[config.mk]
export PLATFORM = sky130hd
export DESIGN_NAME = buck_pwm_skip_controller
export DESIGN_NICKNAME = d
export VERILOG_FILES = /design/src/rtl/sync_bank.v /design/src/rtl/buck_pwm_skip_controller.v
export VERILOG_INCLUDE_DIRS = /design/src /design/src/rtl
export SDC_FILE = /design/constraint.sdc
export NUM_CORES = 1
export LEC_CHECK = 0
export BUFFER_PORTS_ARGS = -buffer_cell sky130_fd_sc_hd__buf_2
export CAP_MARGIN = 15
export CORE_MARGIN = 2
export CORE_UTILIZATION = 45
export DETAILED_ROUTE_END_ITERATION = 8
export PLACE_DENSITY = 0.69
export SLEW_MARGIN = 20
export SYNTH_ARGS = -nofsm -noshare
export SYNTH_HDL_FRONTEND = slang
export SYNTH_SLANG_ARGS = --single-unit
[constraint.sdc]
create_clock -name core_clk -period 3.9 [get_ports core_clk]
set_clock_uncertainty 0.2 [all_clocks]
set_input_delay 0.585 -clock core_clk [delete_from_list [all_inputs] [get_ports core_clk]]
set_output_delay 0.585 -clock core_clk [all_outputs]
set_load 0.005 [all_outputs]
[src/rtl/buck_ctrl_consts.vh]
// constants for the step-down converter control logic
`ifndef BUCK_CTRL_CONSTS_VH
`define BUCK_CTRL_CONSTS_VH

// ============================================================
// clock and timing
// ============================================================
`define CLK_FREQ_KHZ 125000
`define CLK_PERIOD_NS 8
// oscillator cycle of the fixed-frequency mode
`define PWM_FREQ_KHZ 4300
`define PWM_PERIOD_CYC (`CLK_FREQ_KHZ / `PWM_FREQ_KHZ)
// divide ratio used while the output is shorted
`define SLOW_DIVIDE 8
// non-overlap gap between the two switch commands
`define DEAD_TIME_NS 16
`define DEAD_CYC ((`DEAD_TIME_NS + `CLK_PERIOD_NS - 1) / `CLK_PERIOD_NS)
// settling time granted to the reference after wake-up
`define REF_WAKE_NS 10000
`define REF_WAKE_CYC (`REF_WAKE_NS / `CLK_PERIOD_NS)
// soft-start ramp duration
`define SOFT_START_US 1000
`define SOFT_START_CYC (`SOFT_START_US * 1000 / `CLK_PERIOD_NS)

// ============================================================
// light-load mode entry and soft-start ramp width
// ============================================================
`define ZC_ENTRY_COUNT 16
`define RAMP_BITS 10

// ============================================================
// register map (byte addresses)
// ============================================================
`define REG_CTRL 4'h0
`define REG_STATUS 4'h4
`define REG_RAMP 4'h8
`define CTRL_RESET 1'h0
`define CTRL_FORCE_PWM_BIT 0

`endif

[src/rtl/sync_bank.v]
// two-flop synchroniser bank for asynchronous comparator flags
module sync_bank #(
  parameter WIDTH = 8
) (
  input wire core_clk,
  input wire rst_n,
  input wire [WIDTH-1:0] async_in,
  output wire [WIDTH-1:0] sync_out
);

  // ============================================================
  // one two-stage chain per flag
  // ============================================================
  genvar i;
  generate
    for (i = 0; i < WIDTH; i = i + 1)
    begin : g_bit
      reg meta_q; // first stage, read only by the second
      reg hold_q; // second stage, safe to use
      always @(posedge core_clk)
      begin
        if (!rst_n)
        begin
          meta_q <= 1'h0;
          hold_q <= 1'h0;
        end
        else
        begin
          meta_q <= async_in[i];
          hold_q <= meta_q;
        end
      end
      assign sync_out[i] = hold_q;
    end
  endgenerate

endmodule // sync_bank

[src/rtl/buck_pwm_skip_controller.v]
// switch sequencing, light-load skip mode and protection for a buck stage
//
// Chosen here: the register offsets and the strobed register port.
`include "buck_ctrl_consts.vh"

// Behaviour
// - high-side on at each pwm cycle start
// - current trip: high off, low on till end
// - sixteen zero-cross cycles enter skip mode
// - cycle without zero cross clears counter
// - skip pulses clock aligned, end at skip trip
// - output high in skip: off, then idle
// - output back at nominal resumes pulses
// - output low leaves skip for pwm
// - enable wakes reference before soft-start
// - disable: switches off, discharge path on
// - overcurrent turns high-side off at once
// - short circuit selects slow oscillator
// - supply lockout holds converter disabled
// - ramp reference only during start-up
// - dropout keeps high-side fully on in pwm mode
// - overtemperature shutdown, restart via soft-start
module buck_pwm_skip_controller #(
  parameter SS_CYCLES = `SOFT_START_CYC // shorten for simulation
) (
  input wire core_clk,
  input wire rst_n,
  input wire enable_pin,
  input wire low_supply_lockout,
  input wire overtemp_flag,
  input wire pwm_trip,
  input wire overcurrent_trip,
  input wire skip_trip,
  input wire zero_cross,
  input wire output_high,
  input wire output_nominal,
  input wire output_low,
  input wire short_circuit_detector,
  input wire dropout_flag,
  input wire [3:0] reg_addr,
  input wire [31:0] reg_wdata,
  input wire reg_wr,
  input wire reg_rd,
  output reg [31:0] reg_rdata,
  output reg high_side_on,
  output reg low_side_on,
  output reg discharge_on,
  output reg ref_wake,
  output reg soft_start_active,
  output reg [9:0] ramp_ref,
  output reg osc_slow
);

  // ============================================================
  // constants
  // ============================================================
  // counts worked out at full width, then cut to their registers
  localparam integer FAST_INT = `PWM_PERIOD_CYC;
  localparam integer SLOW_INT = `PWM_PERIOD_CYC * `SLOW_DIVIDE;
  localparam integer DEAD_INT = `DEAD_CYC;
  localparam integer WAKE_INT = `REF_WAKE_CYC;
  localparam integer ZC_INT = `ZC_ENTRY_COUNT;
  localparam [7:0] FAST_PER = FAST_INT[7:0];
  localparam [7:0] SLOW_PER = SLOW_INT[7:0];
  localparam [1:0] DEAD = DEAD_INT[1:0];
  localparam [10:0] WAKE_CYC = WAKE_INT[10:0];
  localparam [4:0] ZC_MAX = ZC_INT[4:0];
  // cycles per ramp step, never below one
  localparam integer STEP_RAW = SS_CYCLES / (1 << `RAMP_BITS);
  localparam integer STEP_INT = (STEP_RAW < 1) ? 1 : STEP_RAW;
  localparam [16:0] STEP_CYC = STEP_INT[16:0];
  // supervisor states
  localparam [2:0] ST_OFF = 3'h0;
  localparam [2:0] ST_WAKE = 3'h1;
  localparam [2:0] ST_SOFT = 3'h2;
  localparam [2:0] ST_RUN = 3'h3;
  localparam [2:0] ST_HOT = 3'h4;

  // ============================================================
  // synchronised comparator flags
  // ============================================================
  wire [11:0] raw_flags; // every flag from the analog side
  wire [11:0] flags; // the same, after two flops
  assign raw_flags = {dropout_flag, short_circuit_detector, output_low,
    output_nominal, output_high, zero_cross, skip_trip, overcurrent_trip,
    pwm_trip, overtemp_flag, low_supply_lockout, enable_pin};

  sync_bank #(
    .WIDTH(12)
  ) u_sync (
    .core_clk(core_clk),
    .rst_n(rst_n),
    .async_in(raw_flags),
    .sync_out(flags)
  );

  wire en_s = flags[0];
  wire low_supply_lockout_s = flags[1];
  wire hot_s = flags[2];
  wire pwm_s = flags[3];
  wire oc_s = flags[4];
  wire skip_s = flags[5];
  wire zc_s = flags[6];
  wire high_s = flags[7];
  wire nom_s = flags[8];
  wire low_s = flags[9];
  wire scp_s = flags[10];
  wire drop_s = flags[11];

  // ============================================================
  // state
  // ============================================================
  reg [2:0] state_q; // supervisor state
  reg [16:0] timer_q; // wake timer and ramp step timer
  reg [7:0] phase_q; // position inside the oscillator cycle
  reg hs_req_q; // high-side wanted this cycle
  reg ls_req_q; // low-side wanted this cycle
  reg [1:0] dead_q; // non-overlap countdown
  reg skip_q; // light-load mode active
  reg idle_q; // skip mode parked at zero current
  reg zc_seen_q; // a zero cross was seen this cycle
  reg [4:0] zc_cnt_q; // consecutive zero-cross cycles
  reg force_pwm_q; // software block on skip-mode entry; skip already active stays

  wire running = (state_q == ST_SOFT) || (state_q == ST_RUN);
  wire [7:0] period = osc_slow ? SLOW_PER : FAST_PER;
  wire cycle_end = (phase_q >= period - 8'h1);
  wire zc_now = zc_seen_q | zc_s;

  // ============================================================
  // register port
  // ============================================================
  // the control register steers mode selection
  always @(posedge core_clk)
  begin
    if (!rst_n)
      force_pwm_q <= `CTRL_RESET;
    else if (reg_wr && reg_addr == `REG_CTRL)
      force_pwm_q <= reg_wdata[`CTRL_FORCE_PWM_BIT];
  end

  // read data in the cycle after the strobe, zero otherwise
  always @(posedge core_clk)
  begin
    if (!rst_n)
      reg_rdata <= 32'h0;
    else if (reg_rd)
    begin
      case (reg_addr)
        `REG_CTRL: reg_rdata <= {31'h0, force_pwm_q};
        `REG_STATUS: reg_rdata <= {20'h0, zc_cnt_q, drop_s, osc_slow,
          idle_q, skip_q, state_q};
        `REG_RAMP: reg_rdata <= {22'h0, ramp_ref};
        default: reg_rdata <= 32'h0; // unmapped reads as zero
      endcase
    end
    else
      reg_rdata <= 32'h0;
  end

  // ============================================================
  // supervisor: enable, lockout, reference, soft-start, thermal
  // ============================================================
  always @(posedge core_clk)
  begin
    if (!rst_n)
    begin
      state_q <= ST_OFF;
      timer_q <= 17'h0;
      ramp_ref <= 10'h0;
    end
    else if (!en_s || low_supply_lockout_s)
    begin
      // disabled or starved supply: everything back to rest
      state_q <= ST_OFF;
      timer_q <= 17'h0;
      ramp_ref <= 10'h0;
    end
    else
    begin
      case (state_q)
        ST_OFF:
        begin
          // reference first, switching only later
          if (!hot_s)
            state_q <= ST_WAKE;
          timer_q <= 17'h0;
        end
        ST_WAKE:
        begin
          if (timer_q[10:0] >= WAKE_CYC - 11'h1)
          begin
            state_q <= ST_SOFT;
            timer_q <= 17'h0;
          end
          else
            timer_q <= timer_q + 17'h1;
        end
        ST_SOFT:
        begin
          if (hot_s)
            state_q <= ST_HOT;
          else if (timer_q >= STEP_CYC - 17'h1)
          begin
            // one ramp step; full scale ends start-up
            timer_q <= 17'h0;
            if (ramp_ref == 10'h3FF)
              state_q <= ST_RUN;
            else
              ramp_ref <= ramp_ref + 10'h1;
          end
          else
            timer_q <= timer_q + 17'h1;
        end
        ST_RUN:
        begin
          if (hot_s)
            state_q <= ST_HOT;
        end
        ST_HOT:
        begin
          // restart from an empty ramp once cooled down
          ramp_ref <= 10'h0;
          timer_q <= 17'h0;
          if (!hot_s)
            state_q <= ST_SOFT;
        end
        default:
          state_q <= ST_OFF;
      endcase
    end
  end

  // ============================================================
  // status outputs of the supervisor
  // ============================================================
  always @(posedge core_clk)
  begin
    if (!rst_n)
    begin
      discharge_on <= 1'h0;
      ref_wake <= 1'h0;
      soft_start_active <= 1'h0;
      osc_slow <= 1'h0;
    end
    else
    begin
      discharge_on <= !en_s;
      ref_wake <= en_s && !low_supply_lockout_s && (state_q != ST_OFF);
      // ramp drives the loops only while starting
      soft_start_active <= (state_q == ST_SOFT);
      osc_slow <= scp_s;
    end
  end

  // ============================================================
  // oscillator
  // ============================================================
  // a change of period takes effect at once; the compare is
  // greater-or-equal so a shortened period never overruns
  always @(posedge core_clk)
  begin
    if (!rst_n || !running)
      phase_q <= 8'h0;
    else if (cycle_end)
      phase_q <= 8'h0;
    else
      phase_q <= phase_q + 8'h1;
  end

  // ============================================================
  // zero-cross counter and mode selection
  // ============================================================
  always @(posedge core_clk)
  begin
    if (!rst_n || !running)
    begin
      zc_seen_q <= 1'h0;
      zc_cnt_q <= 5'h0;
      skip_q <= 1'h0;
      idle_q <= 1'h0;
    end
    else
    begin
      zc_seen_q <= cycle_end ? 1'h0 : zc_now;
      if (skip_q)
      begin
        zc_cnt_q <= 5'h0;
        if (low_s)
        begin
          // output sagging: back to fixed frequency
          skip_q <= 1'h0;
          idle_q <= 1'h0;
        end
        else if (high_s)
          idle_q <= 1'h1;
        else if (nom_s)
          idle_q <= 1'h0;
      end
      else if (cycle_end && state_q == ST_RUN)
      begin
        if (!zc_now)
          zc_cnt_q <= 5'h0;
        else if (zc_cnt_q + 5'h1 >= ZC_MAX && !force_pwm_q)
        begin
          skip_q <= 1'h1;
          zc_cnt_q <= 5'h0;
        end
        else if (zc_cnt_q + 5'h1 < ZC_MAX)
          zc_cnt_q <= zc_cnt_q + 5'h1;
      end
    end
  end

  // ============================================================
  // per-cycle switch requests
  // ============================================================
  always @(posedge core_clk)
  begin
    if (!rst_n || !running)
    begin
      hs_req_q <= 1'h0;
      ls_req_q <= 1'h0;
    end
    else if (cycle_end)
    begin
      if (!skip_q)
      begin
        // fixed frequency: every cycle opens with the high side
        hs_req_q <= 1'h1;
        ls_req_q <= 1'h0;
      end
      else if (!idle_q && !high_s)
      begin
        // skip pulses still start on the clock
        hs_req_q <= 1'h1;
        ls_req_q <= 1'h0;
      end
      else
        hs_req_q <= 1'h0; // parked: no new pulse
    end
    else if (hs_req_q && oc_s)
    begin
      // current limit beats every request except the new-cycle one at cycle_end
      hs_req_q <= 1'h0;
      ls_req_q <= 1'h1;
    end
    else if (!skip_q)
    begin
      // dropout ignores the current comparator
      if (hs_req_q && pwm_s && !drop_s)
      begin
        hs_req_q <= 1'h0;
        ls_req_q <= 1'h1;
      end
      else if (drop_s && !oc_s)
      begin
        hs_req_q <= 1'h1;
        ls_req_q <= 1'h0;
      end
    end
    else if (hs_req_q && (skip_s || high_s))
    begin
      hs_req_q <= 1'h0;
      ls_req_q <= 1'h1;
    end
    else if (ls_req_q && zc_s)
      ls_req_q <= 1'h0;
  end

  // ============================================================
  // gate drive with non-overlap
  // ============================================================
  // both commands come from one decision, so they can never be
  // on together; a change always passes through an all-off gap
  always @(posedge core_clk)
  begin
    if (!rst_n || !running)
    begin
      high_side_on <= 1'h0;
      low_side_on <= 1'h0;
      dead_q <= 2'h0;
    end
    // overcurrent cuts the gate itself, one edge ahead of the request
    else if ((high_side_on && (!hs_req_q || oc_s)) ||
      (low_side_on && !ls_req_q))
    begin
      high_side_on <= 1'h0;
      low_side_on <= 1'h0;
      dead_q <= DEAD;
    end
    else if (dead_q != 2'h0)
      dead_q <= dead_q - 2'h1;
    else if (!high_side_on && !low_side_on)
    begin
      high_side_on <= hs_req_q && !oc_s;
      low_side_on <= ls_req_q && !hs_req_q;
    end
  end

endmodule // buck_pwm_skip_controller

**Word-level counts from Yosys, hierarchy flattened**

Cells that the tools add are included.
Widths: inputs -> output; s select.

- Register bits: 113
- Input port bits: 52
- Output and inout bits: 48
- Word-level logic and storage cells: 185

- Add/sub/neg operators: 6
- $lt $le $gt $ge: 5
- Eq/ne operators: 20
- Multiplexer cells: 48
- Bitwise operators: 3
- Reductions and logical operators: 59

Operators by type and width:

| kind | number |
|---|---|
| $mux 17 | 3 |
| $pmux 17 s3 | 1 |
| $pmux 12 s3 | 1 |
| $mux 10 | 3 |
| $mux 1 | 25 |
| $mux 3 | 7 |
| $pmux 10 s2 | 1 |
| $add 17x1->17 const B | 1 |
| $ge 17x7->1 const B | 1 |
| $logic_and 1x1->1 | 17 |
| $mux 5 | 3 |
| $pmux 3 s5 | 1 |
| $logic_not 1->1 | 13 |
| $reduce_and 2->1 | 6 |
| $ge 11x11->1 const B | 1 |
| $add 10x1->10 const B | 1 |
| $eq 10x10->1 const B | 1 |
| $ne 2x2->1 const B | 5 |
| $reduce_or 2->1 | 5 |
| $ne 3x1->1 const B | 3 |
| $reduce_bool 3->1 | 3 |
| $add 8x1->8 const B | 1 |
| $ge 8x8->1 | 1 |
| $mux 8 | 1 |
| other kinds (25) | 36 |

**Logic depth before layout (Yosys ltp)**

Gate-level depths: netlist (run 1).

- Word-level depth: 7
- Depth in mapped cells: 9

**Cells and area by module**

From an unflattened synthesis (run 1), not the netlist that was laid out.

- Cells, all modules: 466
- Area, all modules: 4,241.6 µm²

By module, submodules not included:

| module | times used | cells an instance | area each (µm²) |
|---|---|---|---|
| buck_pwm_skip_controller | 1 | 404 | 3,475.8 |
| sync_bank | 1 | 62 | 765.7 |

**Worst setup path after synthesis (run 1)**

OpenSTA, ideal clock, no wires.

- Path kind: reg-to-reg
- Start: register osc_slow
- End: register hs_req_q
- Library setup time: 0.126 ns
- Data arrival time: 1.931 ns
- Data required time: 3.574 ns
- Slack: 1.643 ns
- Cell stages (with the launch flop): 9
- Path buffers: 1
- Period minus slack after synthesis: 2.257 ns
- Cell sequence: dfxtp_1 -> inv_1 -> ha_1 -> a21o_1 -> a221o_1 -> or2_1 -> clkbuf_1 -> a221oi_1 -> nor3_1

- Cells in the longest elaborated chain, start to end: 5
- Elaborated cells on any way between the ends: 7
- Those cells by class: add/sub (1); order compare (1); eq/ne (1); mux (2); reduce/logical (2)

RTL lines:

| what | line | text |
|---|---|---|
| start: declaration | buck_pwm_skip_controller.v:51 | `output reg osc_slow` |
| start signal: assignment | buck_pwm_skip_controller.v:252 | `osc_slow <= scp_s;` |
| $mux 8 * | buck_pwm_skip_controller.v:126 | `wire [7:0] period = osc_slow ? SLOW_PER : FAST_PER;` |
| $sub 8x1->8 * | buck_pwm_skip_controller.v:127 | `wire cycle_end = (phase_q >= period - 8'h1);` |
| $ge 8x8->1 * | buck_pwm_skip_controller.v:127 |  |
| $ne 4x1->1 (no line) or $reduce_bool 5->1 (tied branches) | n/a |  |
| $reduce_and 2->1 (no line) | n/a |  |
| end signal: assignment | buck_pwm_skip_controller.v:322 | `hs_req_q <= 1'h0;` |
| end signal: assignment | buck_pwm_skip_controller.v:330 | `hs_req_q <= 1'h1;` |
| end signal: assignment | buck_pwm_skip_controller.v:336 | `hs_req_q <= 1'h1;` |
| end: declaration | buck_pwm_skip_controller.v:116 | `reg hs_req_q;` |

Mark *: on every way between the ends. The rest lies on a longest branch, timed or not.
A chain may end at the register's enable or synchronous reset.

**Worst setup path after layout (run 1)**

- Start: register osc_slow
- End: register zc_cnt_q[3]

- Cells in the longest elaborated chain, start to end: 5

RTL lines:

| what | line | text |
|---|---|---|
| $mux 8 | buck_pwm_skip_controller.v:126 |  |
| $sub 8x1->8 | buck_pwm_skip_controller.v:127 |  |
| $ge 8x8->1 | buck_pwm_skip_controller.v:127 |  |
| $logic_and 1x1->1 | buck_pwm_skip_controller.v:300 | `else if (cycle_end && state_q == ST_RUN)` |
| $reduce_and 2->1 (no line) | n/a |  |
| end signal: assignment | buck_pwm_skip_controller.v:310 | `zc_cnt_q <= zc_cnt_q + 5'h1;` |
| end: declaration | buck_pwm_skip_controller.v:122 | `reg [4:0] zc_cnt_q;` |

No other way between the ends.

==> summary.md, run 1 <==
| Metric | Value |
|---|---|
| Status | completed |
| Crit-path max cell delay | 0.50 ns |
| Finished Layout Cells | 603 |
| Top-area cell type share of the netlist area | 45.0% |
| Synth Warn # | 0 |
| # port buffers | 48 |
| Placed cell count | 587 |
| Total number of vias | 3106 |
| RSZ-0062 raised after global routing | false |
| Final wirelength | 7640 um |
| WHS Path Cells | 1 |
| Number of fillers in the final layout | 839 |
| Initial Util | 47.0% |
| CTS buffer count | 9 |
| Period utilization | 64.7% |
| Pin count of the biggest net entering global routing | 34 |
| Wirelength per Cell | 12.7 um |
| Crit Path Max Fanout | 6 |
| Clk pin slew, worst setup/hold paths | 0.08 ns |
| Pre-CTS setup slack | 1.40 ns |
| Worst slew margin | 53.4% |
| Share of layout cells above drive strength 1 | 17.2% |
| Post-DP HPWL | 5590 um |
| Gp weighted congestion | 0.839 |
| Power per standard cell area | 356 nW/um^2 |
| Worst R2R Path Depth | 7 |
| Row Count | 34 |
| Core Footprint | 8810 um^2 |
| Mapped Cells | 446 |
| Avg Cell Area, Syn | 9.28 um^2 |
| Reg-to-Reg End | zc_cnt_q[3]$_SDFFE_PP0P_ |
| Worst R2R Setup Slack | 1.38 ns |
| Vias per cell | 5.15 |
| PostCTS Resize Cnt | 0 |
| Final Setup Violations | 0 |
| Clk buf depth | 2 |
| Worst Hold Endpoint | u_sync.g_bit[1].hold_q$_SDFF_PN0_ |
| EDFF count, synth | 0 |
| Setup TNS | 0 ns |
| Peak supply drop | 0.213 mV |
| Top cells by count, synth | dfxtp_1 (93), nor2_1 (59), and2_1 (26), nand2_1 (23), buf_4 (22) |
| Number of distinct standard cells referenced by the synthesized netlist | 64 |
| Pwr Total | 1.63 mW |
| Worst Path Required | 3.96 ns |
| Top cells by area, synth | dfxtp_1 (45%), nor2_1 (5.4%), buf_4 (4.0%) |
| CP endpoint kind | flip-flop |
| Max_cap viols | 0 |
| Pins Over Slew Limit | 0 |
| Clock latency on the worst-skew pair | 0.35 ns |
| Total gr overflow | 0 |
| Critical-path cell with the highest stage delay | dfxtp_1 |
| Worst slew pin tran | 0.699 ns |
| Ports | 100 |
| Worst-path cell chain | inv_1, ha_1, and3_1, nor4bb_1, or2_1, nand4b_1, o31ai_1 |
| Final hold vios | 0 |
| Arrival @ worst endpoint | 2.59 ns |
| Cts hold-fix bufs | 0 |
| Critical R2R Launch | osc_slow$_SDFF_PN0_ |
| Hold Crit Class | reg -> reg |
| Worst hold path startpoint | u_sync.g_bit[1].meta_q$_SDFF_PN0_ |
| Leading register cell type out of synthesis | dfxtp_1 |
| Yosys top cell by area | dfxtp_1 |
| Clock Tree Root | clkbuf_8 |
| PnR worst setup slack | 1.38 ns |
| Vias in the first global route | 2823 |
| TritonRoute pass-1 iters | 4 |
| Crit path from | osc_slow$_SDFF_PN0_ |
| Clk sinks | 93 |
| Full die area | 9980 um^2 |
| Die H | 99.9 um |
| Initial antenna violation count | 0 |
| Async S/R FF share, synth | 0% |
| WS Path Type | reg -> reg |
| CP top delay family | simple AND/OR/NAND/NOR gates |
| Most numerous cell in the Yosys netlist | dfxtp_1 |
| Hold Slack | 0.233 ns |
| Final net count | 554 |
| GRT Total Usage | 15.8% |
| P_leak | 1.79 nW |
| DRC viols | 0 |
| Synth Cell Area | 4140 um^2 |
| Initial drt markers | 194 |
| N_diodes | 0 |
| Max Freq | 396 MHz |
| Final min period | 2.52 ns |
| First-pass GRT wire length | 12900 um |
| Startpoint Class | flip-flop |
| Sequential area share after synthesis | 45.0% |
| Layout area overhead | 10.4% |
| Final ANT Viol Nets | 0 |
| CTS tree | built |
| Post-CTS Setup Repair Bufs | 0 |
| Flip-flop and latch count after synthesis | 93 |
| CTS H-Tree Depth | 3 |
| Buffers & Inverters on Critical Path | 1 |
| DIE WIDTH | 99.9 um |
[routing by layer]
| metal | vias up | wire [um] | GRT usage, % |
|---|---|---|---|
| met3 | 8 | 346 | 3.06 |
| li1 | 1593 | - | - |
| met2 | 77 | 3300 | 24.0 |
| met1 | 1428 | 3910 | 22.2 |
| met5 | - | 0 | 0 |
| met4 | 0 | 89 | 6.11 |
[flip-flops by register name, indices dropped and copies added (netlist names)]
name / flops
reg_rdata: 12
u_sync.g_bit.hold_q: 12
u_sync.g_bit.meta_q: 12
ref_wake: 1
soft_start_active: 1
state_q: 3
timer_q: 17
osc_slow: 1
ramp_ref: 10
force_pwm_q: 1
dead_q: 2
phase_q: 8
hs_req_q: 1
zc_cnt_q: 5
low_side_on: 1
skip_q: 1
ls_req_q: 1
high_side_on: 1
zc_seen_q: 1
discharge_on: 1
idle_q: 1
[cells by family (layout without fill, tap and decap cells)]
group,after synthesis,after routing,share of synthesized area [%]
other,1,20,0.0906
adder cells (fa/ha/maj),12,12,3.63
AO/OA/AOI/OAI,66,66,11.4
AND/OR/NAND/NOR,197,197,26.7
multiplexers,2,2,0.514
buffers and inverters,45,75,6.29
flip-flops,93,93,45.0
XOR/XNOR,30,30,6.35
[placed cells by master, fill, tap and decap left out, drive strengths merged, types with 10 or more instances in the layout]
cell,instances
xnor2,14
conb,20
ha,12
a22oi,10
buf,49
nor2,60
and2,26
nor3,14
nand3,16
inv,10
nand2,24
dfxtp,93
clkbuf,14
a21oi,13
o21ai,10
xor2,16
[power by group]
group / leakage [nW] / internal, mW / total (mW) / switching (mW)
logic: 0.941 / 0.0201 / 0.0433 / 0.0232
registers: 0.755 / 0.961 / 0.969 / 0.00716
clock network: 0.0949 / 0.302 / 0.616 / 0.313
total: 1.79 / 1.28 / 1.63 / 0.344
[area by class of cell]
cell class	instances	area, um^2	share of cell area, %
Sequential cell	93	1860	40.8
Inverter	10	37.5	0.822
Multi-Input combinational cell	327	2090	45.7
Clock inverter	2	15.0	0.329
Clock buffer	14	183	4.00
Timing Repair Buffer	49	248	5.42
Tap cell	108	135	2.96
[worst max-delay path by stage]
stage / endpoint / slack (ns) / cells after the start
global placement: zc_cnt_q[3]$_SDFFE_PP0P_ / 1.48 / 7
detailed placement: zc_cnt_q[3]$_SDFFE_PP0P_ / 1.40 / 7
CTS: zc_cnt_q[3]$_SDFFE_PP0P_ / 1.36 / 7
global route: zc_cnt_q[3]$_SDFFE_PP0P_ / 1.15 / 7
finish: zc_cnt_q[3]$_SDFFE_PP0P_ / 1.38 / 7
floorplan: hs_req_q$_SDFFE_PP0P_ / 1.64 / 8
[through the flow]
| step | utilization [%] | instance area [um^2] |
|---|---|---|
| floorplan | - | 4210 |
| global placement | 49.6 | 4370 |
| detailed placement | 49.6 | 4370 |
| CTS | 51.9 | 4570 |
| global route | 51.9 | 4570 |
| finish | 51.9 | 4570 |
Note: power is estimated with default switching activity, not from simulation.
==> run 2: changes to the inputs <==
==> constraint.sdc (replaced) <==
create_clock -name core_clk -period 2.35 [get_ports core_clk]
set_clock_uncertainty 0.2 [all_clocks]
set_input_delay 0.3525 -clock core_clk [delete_from_list [all_inputs] [get_ports core_clk]]
set_output_delay 0.3525 -clock core_clk [all_outputs]
set_load 0.005 [all_outputs]
==> run 2 against run 1 <==
Setup slack worse by 1.3 ns. First-iteration DRC count decreased by 18%. Hold slack worse by 0.22 ns. Largest cell class unchanged. Fmax increased by 13%. Critical path type unchanged. Routed wire length increased by 2.8%.
==> summary.md, run 2 (synthesis gave the netlist of run 1 again) <==
| Metric | Value |
|---|---|
| N_diodes | 0 (unchanged) |
| DRC viols | 0 (unchanged) |
| CTS tree | built (unchanged) |
| Row Count | 34 (unchanged) |
| Pin count of the biggest net entering global routing | 28 (was 34) |
| P_leak | 1.93 nW (was 1.79 nW) |
| Power per standard cell area | 569 nW/um^2 (was 356 nW/um^2) |
| Comb pwr share | 3.2% (was 2.7%) |
| Switching part of the total | 20.7% (was 21.1%) |
| Max Freq | 447 MHz (was 396 MHz) |
| Max_cap viols | 0 (unchanged) |
| Largest reg by FF count | timer_q (unchanged) |
| Final net count | 581 (was 554) |
| # port buffers | 48 (unchanged) |
| Worst R2R Path Depth | 7 (unchanged) |
| Clk sinks | 93 (unchanged) |
| Final Setup Violations | 0 (unchanged) |
| Initial antenna violation count | 0 (unchanged) |
| Final ANT Viol Nets | 0 (unchanged) |
| Design area | 4850 um^2 (was 4570 um^2) |
| DIE WIDTH | 99.9 um (unchanged) |
| Post-DP Area | 4520 um^2 (was 4370 um^2) |
| Clk buf depth | 2 (unchanged) |
| Startpoint Class | flip-flop (unchanged) |
| Final min period | 2.24 ns (was 2.52 ns) |
| Most common library cell in the layout ignoring fill and taps | dfxtp_1 (unchanged) |
| Pins Over Slew Limit | 0 (unchanged) |
| Die H | 99.9 um (unchanged) |
| Pre-CTS setup slack | 0.0347 ns (was 1.40 ns) |
| Clock Tree Root | clkbuf_8 (unchanged) |
| Total internal power | 2.19 mW (was 1.28 mW) |
| Hold Crit Class | in -> reg (was reg -> reg) |
| GRT Total Usage | 15.9% (was 15.8%) |
| CTS buffer count | 9 (unchanged) |
| Post-DP HPWL | 5830 um (was 5590 um) |
| Total gr overflow | 0 (unchanged) |
| Vias in the first global route | 2802 (was 2823) |
| Arrival @ worst endpoint | 2.27 ns (was 2.59 ns) |
| CTS H-Tree Depth | 3 (unchanged) |
| Total number of vias | 3194 (was 3106) |
| WHS Path Cells | 2 (was 1) |
| Initial drt markers | 160 (was 194) |
| Peak supply drop | 0.323 mV (was 0.213 mV) |
| RSZ-0062 raised after global routing | false (unchanged) |
| Worst Path Required | 2.39 ns (was 3.96 ns) |
| Reg-to-Reg End | zc_cnt_q[2]$_SDFFE_PP0P_ (was zc_cnt_q[3]$_SDFFE_PP0P_) |
| Vias per cell | 5.08 (was 5.15) |
| Clk pwr share | 38.5% (was 37.8%) |
| Wirelength per Cell | 12.5 um (was 12.7 um) |
| First-pass GRT wire length | 12800 um (was 12900 um) |
| Worst slew margin | 58.0% (was 53.4%) |
| Core Footprint | 8810 um^2 (unchanged) |
| TritonRoute pass-1 iters | 4 (unchanged) |
| Worst Hold Endpoint | u_sync.g_bit[5].meta_q$_SDFF_PN0_ (was u_sync.g_bit[1].hold_q$_SDFF_PN0_) |
| Ports | 100 (unchanged) |
| Post-CTS Setup Repair Bufs | 0 (unchanged) |
| Max reg flops | 17 (unchanged) |
| Pwr Total | 2.76 mW (was 1.63 mW) |
| Clk pin slew, worst setup/hold paths | 0.09 ns (was 0.08 ns) |
| Critical R2R Launch | osc_slow$_SDFF_PN0_ (unchanged) |
| Clock latency on the worst-skew pair | 0.35 ns (about the same) |
| Layout area overhead | 17.2% (was 10.4%) |
| Worst R2R Setup Slack | 0.11 ns (was 1.38 ns) |
| PnR worst setup slack | 0.115 ns (was 1.38 ns) |
| Crit Path Max Fanout | 6 (unchanged) |
| Initial Util | 47.0% (unchanged) |
| Worst hold path startpoint | skip_trip (was u_sync.g_bit[1].meta_q$_SDFF_PN0_) |
| Worst slew pin tran | 0.627 ns (was 0.699 ns) |
| Share of layout cells above drive strength 1 | 21.3% (was 17.2%) |
| Period utilization | 95.1% (was 64.7%) |
| Setup TNS | 0 ns (unchanged) |
| Sw Pwr | 0.572 mW (was 0.344 mW) |
| WS Path Type | reg -> reg (unchanged) |
| Full die area | 9980 um^2 (unchanged) |
| Seq pwr share | 58.2% (was 59.5%) |
| CP endpoint kind | flip-flop (unchanged) |
| Final wirelength | 7860 um (was 7640 um) |
| Gp weighted congestion | 0.837 (was 0.839) |
| Final hold vios | 0 (unchanged) |
| Most frequent cells in the layout | dfxtp_1 (92), nor2_1 (59), buf_2 (48), and2_1 (26), nand2_1 (23) (was dfxtp_1 (93), nor2_1 (59), buf_2 (48), and2_1 (26), nand2_1 (23)) |
| Status | completed (unchanged) |
## run 2: critical path, cell delays in order, from the launching register on
cell	delay, ns
dfxtp_2	0.37
inv_1	0.10
ha_1	0.32
a21o_1	0.19
a221o_1	0.40
or2_4	0.28
nand4b_1	0.16
o21ai_0	0.10
## run 2: worst max-delay path by stage
stage                     slack (ns)                       end                     from
after CTS                      0.003  zc_cnt_q[3]$_SDFFE_PP0P_      osc_slow$_SDFF_PN0_
after global placement          0.12  zc_cnt_q[3]$_SDFFE_PP0P_      osc_slow$_SDFF_PN0_
after detailed placement        0.03  zc_cnt_q[3]$_SDFFE_PP0P_      osc_slow$_SDFF_PN0_
final                           0.11  zc_cnt_q[2]$_SDFFE_PP0P_      osc_slow$_SDFF_PN0_
after floorplan                 0.09     hs_req_q$_SDFFE_PP0P_      osc_slow$_SDFF_PN0_
after global routing           0.007   timer_q[1]$_SDFFE_PP0P_  timer_q[1]$_SDFFE_PP0P_
## run 2: metal layers
layer  global-route usage [%]  share of wire, %
met5                        0                 0
met4                     7.06               1.6
met3                     3.20               4.1
met2                     24.1                43
met1                     22.0                51
## run 2: layout make-up
cell class                      instances  area [um^2]
Clock buffer                           12          155
Clock inverter                          3         45.0
Fill cell                             787         3960
Inverter                               10         37.5
Multi-Input combinational cell        327         2130
Sequential cell                        93         1860
Tap cell                              108          135
Timing Repair Buffer                   76          483
## run 2: power by group through the flow
stage / clock network [mW] / logic (mW) / registers (mW)
final: 1.06 / 0.0895 / 1.61
after global routing: 1.16 / 0.101 / 1.61
after CTS: 1.09 / 0.0852 / 1.61
after detailed placement: 0 / 0.0762 / 1.64
after global placement: 0 / 0.0752 / 1.64
after floorplan: 0 / 0.0705 / 1.64
## run 2: what timing repair did
action / in CTS / in global routing
setup endpoints to repair: 0 / 32
hold buffers: 7 / 1
endpoints found under the hold margin: 7 / 1
resized for setup: 0 / 9
## run 2: stage by stage
step                      instances  utilization [%]  hold WS, ns
after floorplan                 465                -        0.207
after global placement          606             51.4        0.216
after detailed placement        606             51.4        0.218
after CTS                       628             54.4     0.000722
after global routing            629             55.1      0.00735
final                           629             55.1       0.0111
